`config.mk`:
```
export PLATFORM = sky130hd
export DESIGN_NAME = dxm_ext_mode
export DESIGN_NICKNAME = d
export VERILOG_FILES = /design/src/shared/dxm_pkg.sv /design/src/dxm_ext_mode.sv
export SDC_FILE = /design/constraint.sdc
export NUM_CORES = 1
export LEC_CHECK = 0
export ABC_AREA = 1
export ABC_CLOCK_PERIOD_IN_PS = 1830
export BUFFER_PORTS_ARGS = -buffer_cell sky130_fd_sc_hd__buf_4
export CAP_MARGIN = 0
export CORE_MARGIN = 8
export CORE_UTILIZATION = 49
export CTS_CLUSTER_DIAMETER = 120
export DETAILED_ROUTE_END_ITERATION = 8
export PLACE_DENSITY = 0.87
export SLEW_MARGIN = 20
export SYNTH_ARGS = -nofsm -noshare
export SYNTH_HDL_FRONTEND = slang
export SYNTH_SLANG_ARGS = --single-unit
```
`constraint.sdc`:
```
create_clock -name aclk -period 1.83 [get_ports aclk]
set_clock_uncertainty 0.05 [all_clocks]
set_input_delay 0.183 -clock aclk [delete_from_list [all_inputs] [get_ports aclk]]
set_output_delay 0.183 -clock aclk [all_outputs]
set_load 0.02 [all_outputs]
```
`src/shared/dxm_pkg.sv`:
```
// package for the per-channel dma extended mode block: map, fields, defaults, carriers
// Functional notes
// - each dma channel except channel 4 has its own extended mode register, written through one shared write-only 8-bit port per channel group.
// - bits 1:0 of the written byte pick the channel inside the group and are not stored.
// - only bits 7:2 of the written byte are stored, holding data size, timing, end-of-process direction and stop enable.
// - four cycle timing modes are selectable per channel: compatible, type a, type b and burst.
// - timing sits in bits 5:4 with 00 compatible, 01 type a, 10 type b, and reset loads 00.
// - defaults are loaded only by reset; master clear or other programming leaves the settings alone.
// - after reset channels 0 to 3 are 8-bit i/o by bytes, compatible timing, end-of-process output.
// - after reset channels 4 to 7 are 16-bit i/o by words with shifted address, compatible timing, end-of-process output.
// - channel 4 is only the cascade channel and has no extended mode register.
// - bit 7 enables the channel stop registers for ring buffers and is cleared by reset.
// - bit 6 picks end-of-process as output or input while the channel is active, cleared to output by reset.
// - with end-of-process as input, an external end-of-process from the peripheral is accepted.
// - the end-of-process direction switches when the acknowledge changes to another channel.
// - during a changeover both ends drive end-of-process low until the device releases its buffer.
package dxm_pkg;
  localparam int unsigned ADDR_W = 16;
  localparam int unsigned NUM_CH = 8;
  // printed offsets are register indices; byte address is four times the index
  localparam logic [11:0] IDX_LOW_GROUP = 12'h040b;
  localparam logic [11:0] IDX_HIGH_GROUP = 12'h04d6;
  localparam logic [15:0] ADDR_LOW_GROUP = {2'b00, IDX_LOW_GROUP, 2'b00};
  localparam logic [15:0] ADDR_HIGH_GROUP = {2'b00, IDX_HIGH_GROUP, 2'b00};
  localparam logic [15:0] ADDR_MIRROR_BASE = 16'h2000;
  localparam logic [15:0] ADDR_STATUS = 16'h2020;
  localparam int unsigned MIRROR_SEL_HI = 4;
  localparam int unsigned MIRROR_SEL_LO = 2;
  localparam int unsigned MIRROR_TAG_LO = 5;
  localparam int unsigned SEL_HI = 1;
  localparam int unsigned SEL_LO = 0;
  localparam int unsigned STORE_HI = 7;
  localparam int unsigned STORE_LO = 2;
  localparam logic [2:0] CASCADE_CH = 3'h4;
  localparam logic [1:0] RESP_OKAY = 2'b00;
  localparam logic [1:0] RESP_DECERR = 2'b11;
  localparam logic [1:0] TM_COMPAT = 2'b00;
  localparam logic [1:0] TM_TYPE_A = 2'b01;
  localparam logic [1:0] TM_TYPE_B = 2'b10;
  localparam logic [1:0] TM_BURST = 2'b11;
  localparam logic [1:0] DSIZE_BYTE_IO = 2'b00;
  localparam logic [1:0] DSIZE_WORD_SHIFT = 2'b01;

  // field order matches written byte bits 7..2
  typedef struct packed {
    logic stop_en;
    logic eop_in;
    logic [1:0] timing;
    logic [1:0] dsize;
  } dxm_mode_t;

  typedef struct packed {
    logic [15:0] addr;
    logic [31:0] data;
    logic [3:0] strb;
  } dxm_wreq_t;

  typedef enum logic [1:0] {
    EOP_DRIVE = 2'b00,
    EOP_TURN = 2'b01,
    EOP_LISTEN = 2'b10
  } dxm_eop_st_t;

  localparam dxm_mode_t RST_MODE_LOW = {1'b0, 1'b0, TM_COMPAT, DSIZE_BYTE_IO};
  localparam dxm_mode_t RST_MODE_HIGH = {1'b0, 1'b0, TM_COMPAT, DSIZE_WORD_SHIFT};
endpackage : dxm_pkg

```
`src/dxm_ext_mode.sv`:
```
// per-channel dma extended mode registers with end-of-process direction control
`timescale 1ns/1ns
module dxm_ext_mode (
  input wire logic aclk,
  input wire logic aresetn,
  input wire logic ce,
  input wire logic [15:0] s_axi_awaddr,
  input wire logic s_axi_awvalid,
  output logic s_axi_awready,
  input wire logic [31:0] s_axi_wdata,
  input wire logic [3:0] s_axi_wstrb,
  input wire logic s_axi_wvalid,
  output logic s_axi_wready,
  output logic [1:0] s_axi_bresp,
  output logic s_axi_bvalid,
  input wire logic s_axi_bready,
  input wire logic [15:0] s_axi_araddr,
  input wire logic s_axi_arvalid,
  output logic s_axi_arready,
  output logic [31:0] s_axi_rdata,
  output logic [1:0] s_axi_rresp,
  output logic s_axi_rvalid,
  input wire logic s_axi_rready,
  input wire logic [7:0] dack,
  input wire logic tc,
  input wire logic end_of_process_i,
  output logic end_of_process_o,
  output logic end_of_process_oe,
  output dxm_pkg::dxm_mode_t active_mode,
  output logic active_valid,
  output logic ext_eop
);

  function automatic logic [2:0] chan_of(input logic high, input logic [1:0] sel);
    chan_of = {high, sel};
  endfunction : chan_of

  function automatic logic [2:0] onehot_idx(input logic [7:0] oh);
    logic [2:0] idx;
    idx = 3'h0;
    for (int i = 0; i < 8; i++) begin
      if (oh[i]) begin
        idx = 3'(i);
      end
    end
    onehot_idx = idx;
  endfunction : onehot_idx

  // ---------------- axi write path ----------------
  logic awready_r;
  logic wready_r;
  logic bvalid_r;
  logic [1:0] bresp_r;
  logic aw_hold_r;
  logic w_hold_r;
  dxm_pkg::dxm_wreq_t wreq_r;
  dxm_pkg::dxm_mode_t mode_r [dxm_pkg::NUM_CH];

  wire aw_take = s_axi_awvalid && awready_r;
  wire w_take = s_axi_wvalid && wready_r;
  wire do_wr = aw_hold_r && w_hold_r && !bvalid_r;
  wire hit_low = wreq_r.addr == dxm_pkg::ADDR_LOW_GROUP;
  wire hit_high = wreq_r.addr == dxm_pkg::ADDR_HIGH_GROUP;
  wire [1:0] wr_sel = wreq_r.data[dxm_pkg::SEL_HI:dxm_pkg::SEL_LO];
  wire [2:0] wr_ch = chan_of(hit_high, wr_sel);
  // channel 4 has no register; a write selecting it is dropped
  wire wr_en = do_wr && (hit_low || hit_high) && wreq_r.strb[0]
               && (wr_ch != dxm_pkg::CASCADE_CH);
  wire dxm_pkg::dxm_mode_t wr_val =
    dxm_pkg::dxm_mode_t'(wreq_r.data[dxm_pkg::STORE_HI:dxm_pkg::STORE_LO]);
  wire [1:0] wr_resp = (hit_low || hit_high) ? dxm_pkg::RESP_OKAY : dxm_pkg::RESP_DECERR;

  always_ff @(posedge aclk) begin
    if (!aresetn) begin
      awready_r <= 1'b0;
      wready_r <= 1'b0;
      aw_hold_r <= 1'b0;
      w_hold_r <= 1'b0;
      bvalid_r <= 1'b0;
      bresp_r <= dxm_pkg::RESP_OKAY;
      wreq_r <= '0;
    end else if (ce) begin
      if (!aw_hold_r && !bvalid_r && !awready_r) begin
        awready_r <= 1'b1;
      end
      if (!w_hold_r && !bvalid_r && !wready_r) begin
        wready_r <= 1'b1;
      end
      if (aw_take) begin
        aw_hold_r <= 1'b1;
        awready_r <= 1'b0;
        wreq_r.addr <= s_axi_awaddr;
      end
      if (w_take) begin
        w_hold_r <= 1'b1;
        wready_r <= 1'b0;
        wreq_r.data <= s_axi_wdata;
        wreq_r.strb <= s_axi_wstrb;
      end
      if (do_wr) begin
        aw_hold_r <= 1'b0;
        w_hold_r <= 1'b0;
        bvalid_r <= 1'b1;
        bresp_r <= wr_resp;
      end
      if (bvalid_r && s_axi_bready) begin
        bvalid_r <= 1'b0;
      end
    end
  end

  // defaults only come from reset; no other event reloads them
  always_ff @(posedge aclk) begin
    if (!aresetn) begin
      for (int c = 0; c < 4; c++) begin
        mode_r[c] <= dxm_pkg::RST_MODE_LOW;
      end
      for (int c = 4; c < 8; c++) begin
        mode_r[c] <= dxm_pkg::RST_MODE_HIGH;
      end
    end else if (ce && wr_en) begin
      // timing code is stored whole, all four modes selectable
      mode_r[wr_ch] <= wr_val;
    end
  end

  // ---------------- end-of-process pin ----------------
  logic eop_s1_r;
  logic eop_s2_r;
  logic eop_s3_r;
  logic eop_lvl_r;
  logic eop_lvl_d_r;
  logic [7:0] dack_r;
  dxm_pkg::dxm_eop_st_t eop_st_r;
  dxm_pkg::dxm_eop_st_t eop_st_nxt;
  logic eop_o_r;
  logic eop_oe_r;
  logic ext_eop_r;
  dxm_pkg::dxm_mode_t active_mode_r;
  logic active_valid_r;

  wire dack_chg = dack != dack_r;
  wire new_valid = |dack;
  wire dxm_pkg::dxm_mode_t new_mode = mode_r[onehot_idx(dack)];
  wire new_wants_in = new_valid && new_mode.eop_in;
  wire eop_rise = eop_lvl_r && !eop_lvl_d_r;

  always_comb begin
    eop_st_nxt = eop_st_r;
    case (eop_st_r)
      dxm_pkg::EOP_DRIVE: begin
        if (dack_chg && new_wants_in) begin
          eop_st_nxt = dxm_pkg::EOP_TURN;
        end
      end
      dxm_pkg::EOP_TURN: begin
        if (dack_chg && !new_wants_in) begin
          eop_st_nxt = dxm_pkg::EOP_DRIVE;
        end else begin
          eop_st_nxt = dxm_pkg::EOP_LISTEN;
        end
      end
      dxm_pkg::EOP_LISTEN: begin
        if (dack_chg && !new_wants_in) begin
          eop_st_nxt = dxm_pkg::EOP_DRIVE;
        end
      end
      default: begin
        eop_st_nxt = dxm_pkg::EOP_DRIVE;
      end
    endcase
  end

  always_ff @(posedge aclk) begin
    if (!aresetn) begin
      eop_s1_r <= 1'b0;
      eop_s2_r <= 1'b0;
      eop_s3_r <= 1'b0;
      eop_lvl_r <= 1'b0;
      eop_lvl_d_r <= 1'b0;
    end else if (ce) begin
      eop_s1_r <= end_of_process_i;
      eop_s2_r <= eop_s1_r;
      eop_s3_r <= eop_s2_r;
      if (eop_s2_r == eop_s3_r) begin
        eop_lvl_r <= eop_s3_r;
      end
      eop_lvl_d_r <= eop_lvl_r;
    end
  end

  always_ff @(posedge aclk) begin
    if (!aresetn) begin
      dack_r <= 8'h00;
      eop_st_r <= dxm_pkg::EOP_DRIVE;
      active_mode_r <= '0;
      active_valid_r <= 1'b0;
    end else if (ce) begin
      dack_r <= dack;
      eop_st_r <= eop_st_nxt;
      active_mode_r <= new_valid ? new_mode : '0;
      active_valid_r <= new_valid;
    end
  end

  // the turn state keeps the buffer on but low, so the overlap with the
  // peripheral is always at the inactive level
  always_ff @(posedge aclk) begin
    if (!aresetn) begin
      eop_o_r <= 1'b0;
      eop_oe_r <= 1'b1;
      ext_eop_r <= 1'b0;
    end else if (ce) begin
      eop_oe_r <= (eop_st_nxt != dxm_pkg::EOP_LISTEN);
      eop_o_r <= (eop_st_nxt == dxm_pkg::EOP_DRIVE) && !dack_chg
                 && tc && active_valid_r;
      ext_eop_r <= (eop_st_r == dxm_pkg::EOP_LISTEN) && !dack_chg
                   && active_valid_r && active_mode_r.eop_in && eop_rise;
    end
  end

  // ---------------- axi read path ----------------
  logic arready_r;
  logic rvalid_r;
  logic [31:0] rdata_r;
  logic [1:0] rresp_r;

  wire ar_take = s_axi_arvalid && arready_r;
  wire rd_wo = (s_axi_araddr == dxm_pkg::ADDR_LOW_GROUP)
               || (s_axi_araddr == dxm_pkg::ADDR_HIGH_GROUP);
  wire rd_mirror = s_axi_araddr[15:dxm_pkg::MIRROR_TAG_LO]
                   == dxm_pkg::ADDR_MIRROR_BASE[15:dxm_pkg::MIRROR_TAG_LO];
  wire rd_status = s_axi_araddr == dxm_pkg::ADDR_STATUS;
  wire [2:0] rd_ch = s_axi_araddr[dxm_pkg::MIRROR_SEL_HI:dxm_pkg::MIRROR_SEL_LO];
  wire [31:0] mirror_word = (rd_ch == dxm_pkg::CASCADE_CH) ? 32'h0000_0000
                            : {24'h00_0000, mode_r[rd_ch], 2'b00};
  wire [31:0] status_word = {16'h0000, dack_r, 1'b0, eop_lvl_r, eop_oe_r, eop_o_r,
                             2'b00, eop_st_r};
  // write-only ports read as zero but still answer okay
  wire [31:0] rd_data = rd_mirror ? mirror_word : (rd_status ? status_word : 32'h0000_0000);
  wire [1:0] rd_resp = (rd_wo || rd_mirror || rd_status) ? dxm_pkg::RESP_OKAY
                       : dxm_pkg::RESP_DECERR;

  always_ff @(posedge aclk) begin
    if (!aresetn) begin
      arready_r <= 1'b0;
      rvalid_r <= 1'b0;
      rdata_r <= 32'h0000_0000;
      rresp_r <= dxm_pkg::RESP_OKAY;
    end else if (ce) begin
      if (!rvalid_r && !arready_r) begin
        arready_r <= 1'b1;
      end
      if (ar_take) begin
        arready_r <= 1'b0;
        rvalid_r <= 1'b1;
        rdata_r <= rd_data;
        rresp_r <= rd_resp;
      end
      if (rvalid_r && s_axi_rready) begin
        rvalid_r <= 1'b0;
      end
    end
  end

  assign s_axi_awready = awready_r;
  assign s_axi_wready = wready_r;
  assign s_axi_bvalid = bvalid_r;
  assign s_axi_bresp = bresp_r;
  assign s_axi_arready = arready_r;
  assign s_axi_rvalid = rvalid_r;
  assign s_axi_rdata = rdata_r;
  assign s_axi_rresp = rresp_r;
  assign end_of_process_o = eop_o_r;
  assign end_of_process_oe = eop_oe_r;
  assign active_mode = active_mode_r;
  assign active_valid = active_valid_r;
  assign ext_eop = ext_eop_r;

endmodule : dxm_ext_mode

```
Yosys cells after proc, flatten, opt, wreduce, memory -nomap -nowiden
Memories as Yosys holds them, arrays and structs flattened.
Cells that the tools add are included.
W data, S select, Z words.
{"block": "classes", "reduce_logical": 64, "eq_ne": 13, "muxes": 38}
{"cell": "$eq A16 B13 Y1 const B", "n": 4}
{"cell": "$mux W16", "n": 2}
{"cell": "$logic_and A1 B1 Y1", "n": 27}
{"cell": "$reduce_and A2 Y1", "n": 12}
{"cell": "$mux W3", "n": 7}
{"cell": "$mux W1", "n": 20}
{"cell": "$eq A16 B14 Y1 const B", "n": 1}
{"cell": "$reduce_bool A2 Y1", "n": 7}
{"cell": "$mux W6", "n": 2}
{"cell": "$eq A11 B9 Y1 const B", "n": 1}
{"cell": "$logic_not A1 Y1", "n": 10}
{"cell": "$mux W2", "n": 5}
{"cell": "$mux W8", "n": 1}
{"cell": "$ne A8 B8 Y1", "n": 1}
{"cell": "$reduce_or A8 Y1", "n": 1}
{"cell": "$pmux W2 S3", "n": 1}
{"cell": "$reduce_or A6 Y1", "n": 1}
{"cell": "$logic_not A2 Y1", "n": 2}
{"cell": "$logic_or A1 B1 Y1", "n": 4}
{"cell": "$eq A3 B3 Y1 const B", "n": 1}
{"cell": "$ne A3 B3 Y1 const B", "n": 1}
{"cell": "$eq A2 B1 Y1 const B", "n": 1}
{"cell": "$eq A2 B2 Y1 const B", "n": 1}
{"cell": "$ne A2 B2 Y1 const B", "n": 1}
{"cell": "$eq A1 B1 Y1", "n": 1}
{"block": "totals", "word_cells": 144, "output_inout_bits": 51, "n_memories": 1, "ff_bits": 93, "input_bits": 86, "ram_bits": 48}
{"name": "mode_r", "depth": 8, "width": 6, "read_ports": 2, "rd_clocked_by_memory_dff": 0, "wr": 8, "line": "dxm_ext_mode.sv:57", "text": "dxm_pkg::dxm_mode_t mode_r [dxm_pkg::NUM_CH];"}

Depth between registers and ports, before layout
An unclocked memory read counts as a cell.
{"block": "logic_depth", "depth_word": 17, "ltp_mapped": 15, "ltp_nobuf": 14}

Worst setup path before layout
Ideal clock, no wire load.
{"block": "synth_path", "path_kind": "register to register", "start": "reg bvalid_r (netlist: s_axi_bvalid)", "end": "mem mode_r[0][0] (netlist bit) (enable)", "setup_slack_ns": -0.024, "n_path_buf": 0, "stages_incl_launch_ff": 8, "arrival_ns": 1.486, "required_ns": 1.462, "setup_time_ns": 0.318, "synth_period_minus_slack_ns": 1.854, "path_cell_list": "dfxtp_1 > nor3_2 > nand3_1 > nor2_1 > nand2_1 > a211oi_4 > nand2_1 > nand2_1"}
{"element": "start, declared", "line": "dxm_ext_mode.sv:52", "text": "logic bvalid_r;"}
{"element": "start signal, assigned", "line": "dxm_ext_mode.sv:79", "text": "bvalid_r <= 1'b0;"}
{"element": "start signal, assigned", "line": "dxm_ext_mode.sv:103", "text": "bvalid_r <= 1'b1;"}
{"element": "start signal, assigned", "line": "dxm_ext_mode.sv:107", "text": "bvalid_r <= 1'b0;"}
{"element": "end, declared", "line": "dxm_ext_mode.sv:57"}

==> impl_metrics.tcl <==
set metrics [dict create \
    hold_start "s_axi_awaddr[1]" \
    clockBufferDepth 2 \
    antenna_found_initial 0 \
    crit_chain "nand4_1 > nor2_1 > nand2_1 > nand2_2 > nand2_4 > a211oi_4 > nand2_2 > nand2_4" \
    synthAdderAreaFrac 0 \
    rsz0062_at_grt "yes" \
    crit_type "flip-flop to flip-flop" \
    cts_sinks 123 \
    synth.area.top_cells "dfxtp_1 (26%), edfxtp_1 (25%), a21oi_1 (7.0%), nand2_1 (6.4%), o21ai_0 (5.9%)" \
    final_util 0.673 \
    finalNetCount 941 \
    grt_max_degree 56 \
    track_usage 0.208 \
    yosysSeqAreaShare 0.511 \
    worstPathArrival_ns 1.99 \
    ys_warn_count 0 \
    hold_class "input port to flip-flop" \
    maxCapViolCount 0 \
    io_buffers 93 \
    synth-simple-area-share 0.210 \
    grt_pass1_wl_um 26500 \
    core-area_sq_um 11500 \
    synth_cell_types 36 \
    htreeDepth 4 \
    ir_worst_vdd_v 0.000828 \
    holdPathEnd "wreq_r[37]" \
    finalHoldViolCount 0 \
    cts_buffers 17 \
    synth_top_family_by_area "simple AND/OR/NAND/NOR gates" \
    worstSetupStartpointType "flip-flop" \
    gp_congestion 0.942 \
    period_needed_ns 1.90 \
    synth_top_cell_area_share 0.261 \
    root_buffer "clkbuf_16" \
    layout-drive-gt1-share 0.260 \
    maxSlewViolCount 0 \
    chipWidth_um 124 \
    reg2reg_slack_ns -0.07 \
    synth_top_area_cell "dfxtp_1" \
    worst-r2r-cell-count 8 \
    syn_inst 713 \
    wire_per_inst_um 17.0 \
    ff_latch_area_sq_um 2950 \
    rows 39 \
    end_kind "flip-flop" \
    drt_iter0_drc 577 \
    dp_hpwl_um 11100 \
    io_pins 137 \
    final.setup.tns_ns -1.41 \
    ant_nets 0 \
    clock_latency_ns 0.43 \
    netlist_top_cells_count "nand2_1 (98), inv_1 (83), a21oi_1 (81)" \
    drtPass1Iterations 5 \
    max_freq_mhz 526 \
    period_share 1.04 \
    wirelength_um 17100 \
    status "finished with violations" \
    synth_area_sq_um 5760 \
    async_flop_share 0 \
    multi_input_area_sq_um 2430 \
    cts_tree "done" \
    violations "setup timing" \
    setup_viol 44 \
    die_h_um 124 \
    cpPeakStageDelay_ns 0.37 \
    route.vias.total 5611 \
    synth.avg_cell_area_sq_um 8.07 \
    synthMuxAreaShare 0 \
    p_per_area_nw_per_um2 921 \
    synth_ff_type "dfxtp_1" \
    slowest_stage "dfxtp_1" \
    setup_slack_ns -0.0726 \
    synth_seq_cells 123 \
    grt_pass1_vias 5385 \
    nFillCells 825 \
    cellLeakagePower_nw 3.23 \
    diodes 0 \
    timing.hold.ws_ns 0.00275 \
    cp.required_ns 1.91 \
    synth-compound-area-share 0.167 \
    start_util 0.502 \
    synthXorXnorAreaFrac 0.00609 \
    clk_pin_slew_ns 0.06 \
    die_area_sq_um 15500 \
    worstMarginPinSlew_ns 0.645 \
    drc_errors 0 \
    area_growth_pct 34.0 \
    whs_path_depth 3 \
    yosysMostFrequentCell "nand2_1" \
    relSlewSlack 0.570 \
    via_per_inst 5.55 \
    synth_edf_count 48 \
    timing.rr.start "wreq_r[40]" \
    r2r_end "mode_r[2][4]" \
    critPathMaxFanout 6 \
    grt_overflow 0 \
]
-- placed cells by master (no fill, tap or decap), types with 2 or more instances in the layout --
cell	n
buf_4	129
nand2_1	86
a21oi_1	81
inv_1	74
dfxtp_1	69
o21ai_0	67
nor2_1	65
nand3_1	54
edfxtp_1	48
conb_1	22
clkbuf_16	19
nand4_1	17
o211ai_1	16
dlygate4sd3_1	16
inv_2	13
nand3_2	9
nand2_2	8
nand2_4	6
dfxtp_2	6
or2_2	5
o22ai_1	5
clkinv_4	5
nor2_2	4
xor2_1	4
nor4_1	4
nor3_4	3
clkinvlp_4	2
nor4_2	2
nor2_4	2
a31oi_1	2
clkinv_1	2
o21ai_1	2
nor3_1	2
inv_6	2
clkbuf_1	2
buf_6	2
buf_12	2
-- state kept, by name, indices dropped and copies added, names as in the netlist, 2 cells and up --
| signal | count |
|---|---|
| active_mode | 6 |
| dack_r | 8 |
| eop_st_r | 2 |
| mode_r | 48 |
| s_axi_rdata | 16 |
| wr_ch | 2 |
| wr_val | 6 |
| wreq_r | 17 |
-- per-stage QoR --
| stage | instances | power (mW) | setup slack, ns | area (sq um) |
|---|---|---|---|---|
| finish | 1011 | 7.10 | -0.0726 | 7710 |
| global route | 1011 | 7.32 | -0.148 | 7710 |
| CTS | 1005 | 7.03 | -0.0554 | 7530 |
| detailed placement | 955 | 3.74 | -0.215 | 6710 |
| global placement | 955 | 3.72 | -0.142 | 6710 |
| floorplan | 733 | 3.48 | -0.0244 | 5830 |
-- worst max-delay path: cells and delay by family (launching register included) --
kind | cells | cell delay, ns
flip-flops | 1 | 0.37
AND/OR/NAND/NOR | 7 | 0.91
AO/OA/AOI/OAI | 1 | 0.27
-- metal layers --
metal  global-route usage  wire (um)
met1                0.234       6600
met2                0.352       8590
met3               0.0557       1380
met4                0.112        582
met5                    0          0
-- timing repair --
action	in CTS	in global routing
setup buffers	2	5
gates cloned	0	1
resized for setup	23	37
endpoints found under the setup margin	48	91
pin swaps	6	9
hold buffers	16	0
endpoints found under the hold margin	16	0
-- logic make-up after synthesis --
kind of cell	count (synthesis)
compound gates	177
other cells	2
buf+inv	138
simple gates	269
flops	123
xor+xnor	4
-- report_power, final --
part / internal (mW) / total [mW] / switching [mW]
logic: 0.313 / 0.763 / 0.450
registers: 2.95 / 3.03 / 0.0753
clock network: 2.00 / 3.31 / 1.31
total: 5.27 / 7.10 / 1.84
-- final cells by class --
cell class                 count  area share
clock buffer                  21      0.0612
clock inverter                11      0.0143
inverter                      90      0.0443
multi-input combinational    472       0.315
sequential                   123       0.383
tap                          143      0.0232
timing repair buffer         151       0.160
-- how the worst max path moves through the flow --
stage / start / endpoint / slack, ns / depth (start not counted)
4_1_cts: wreq_r[36] / mode_r[2][4] / -0.06 / 9
5_1_grt: wreq_r[41] / mode_r[2][1] / -0.15 / 9
3_5_place_dp: wreq_r[47] / mode_r[2][1] / -0.21 / 9
6_report: wreq_r[40] / mode_r[2][4] / -0.07 / 8
2_1_floorplan: s_axi_bvalid / mode_r[0][0] / -0.02 / 7
3_3_place_gp: wreq_r[51] / mode_r[2][3] / -0.14 / 9
(Power assumes the default switching activity.)
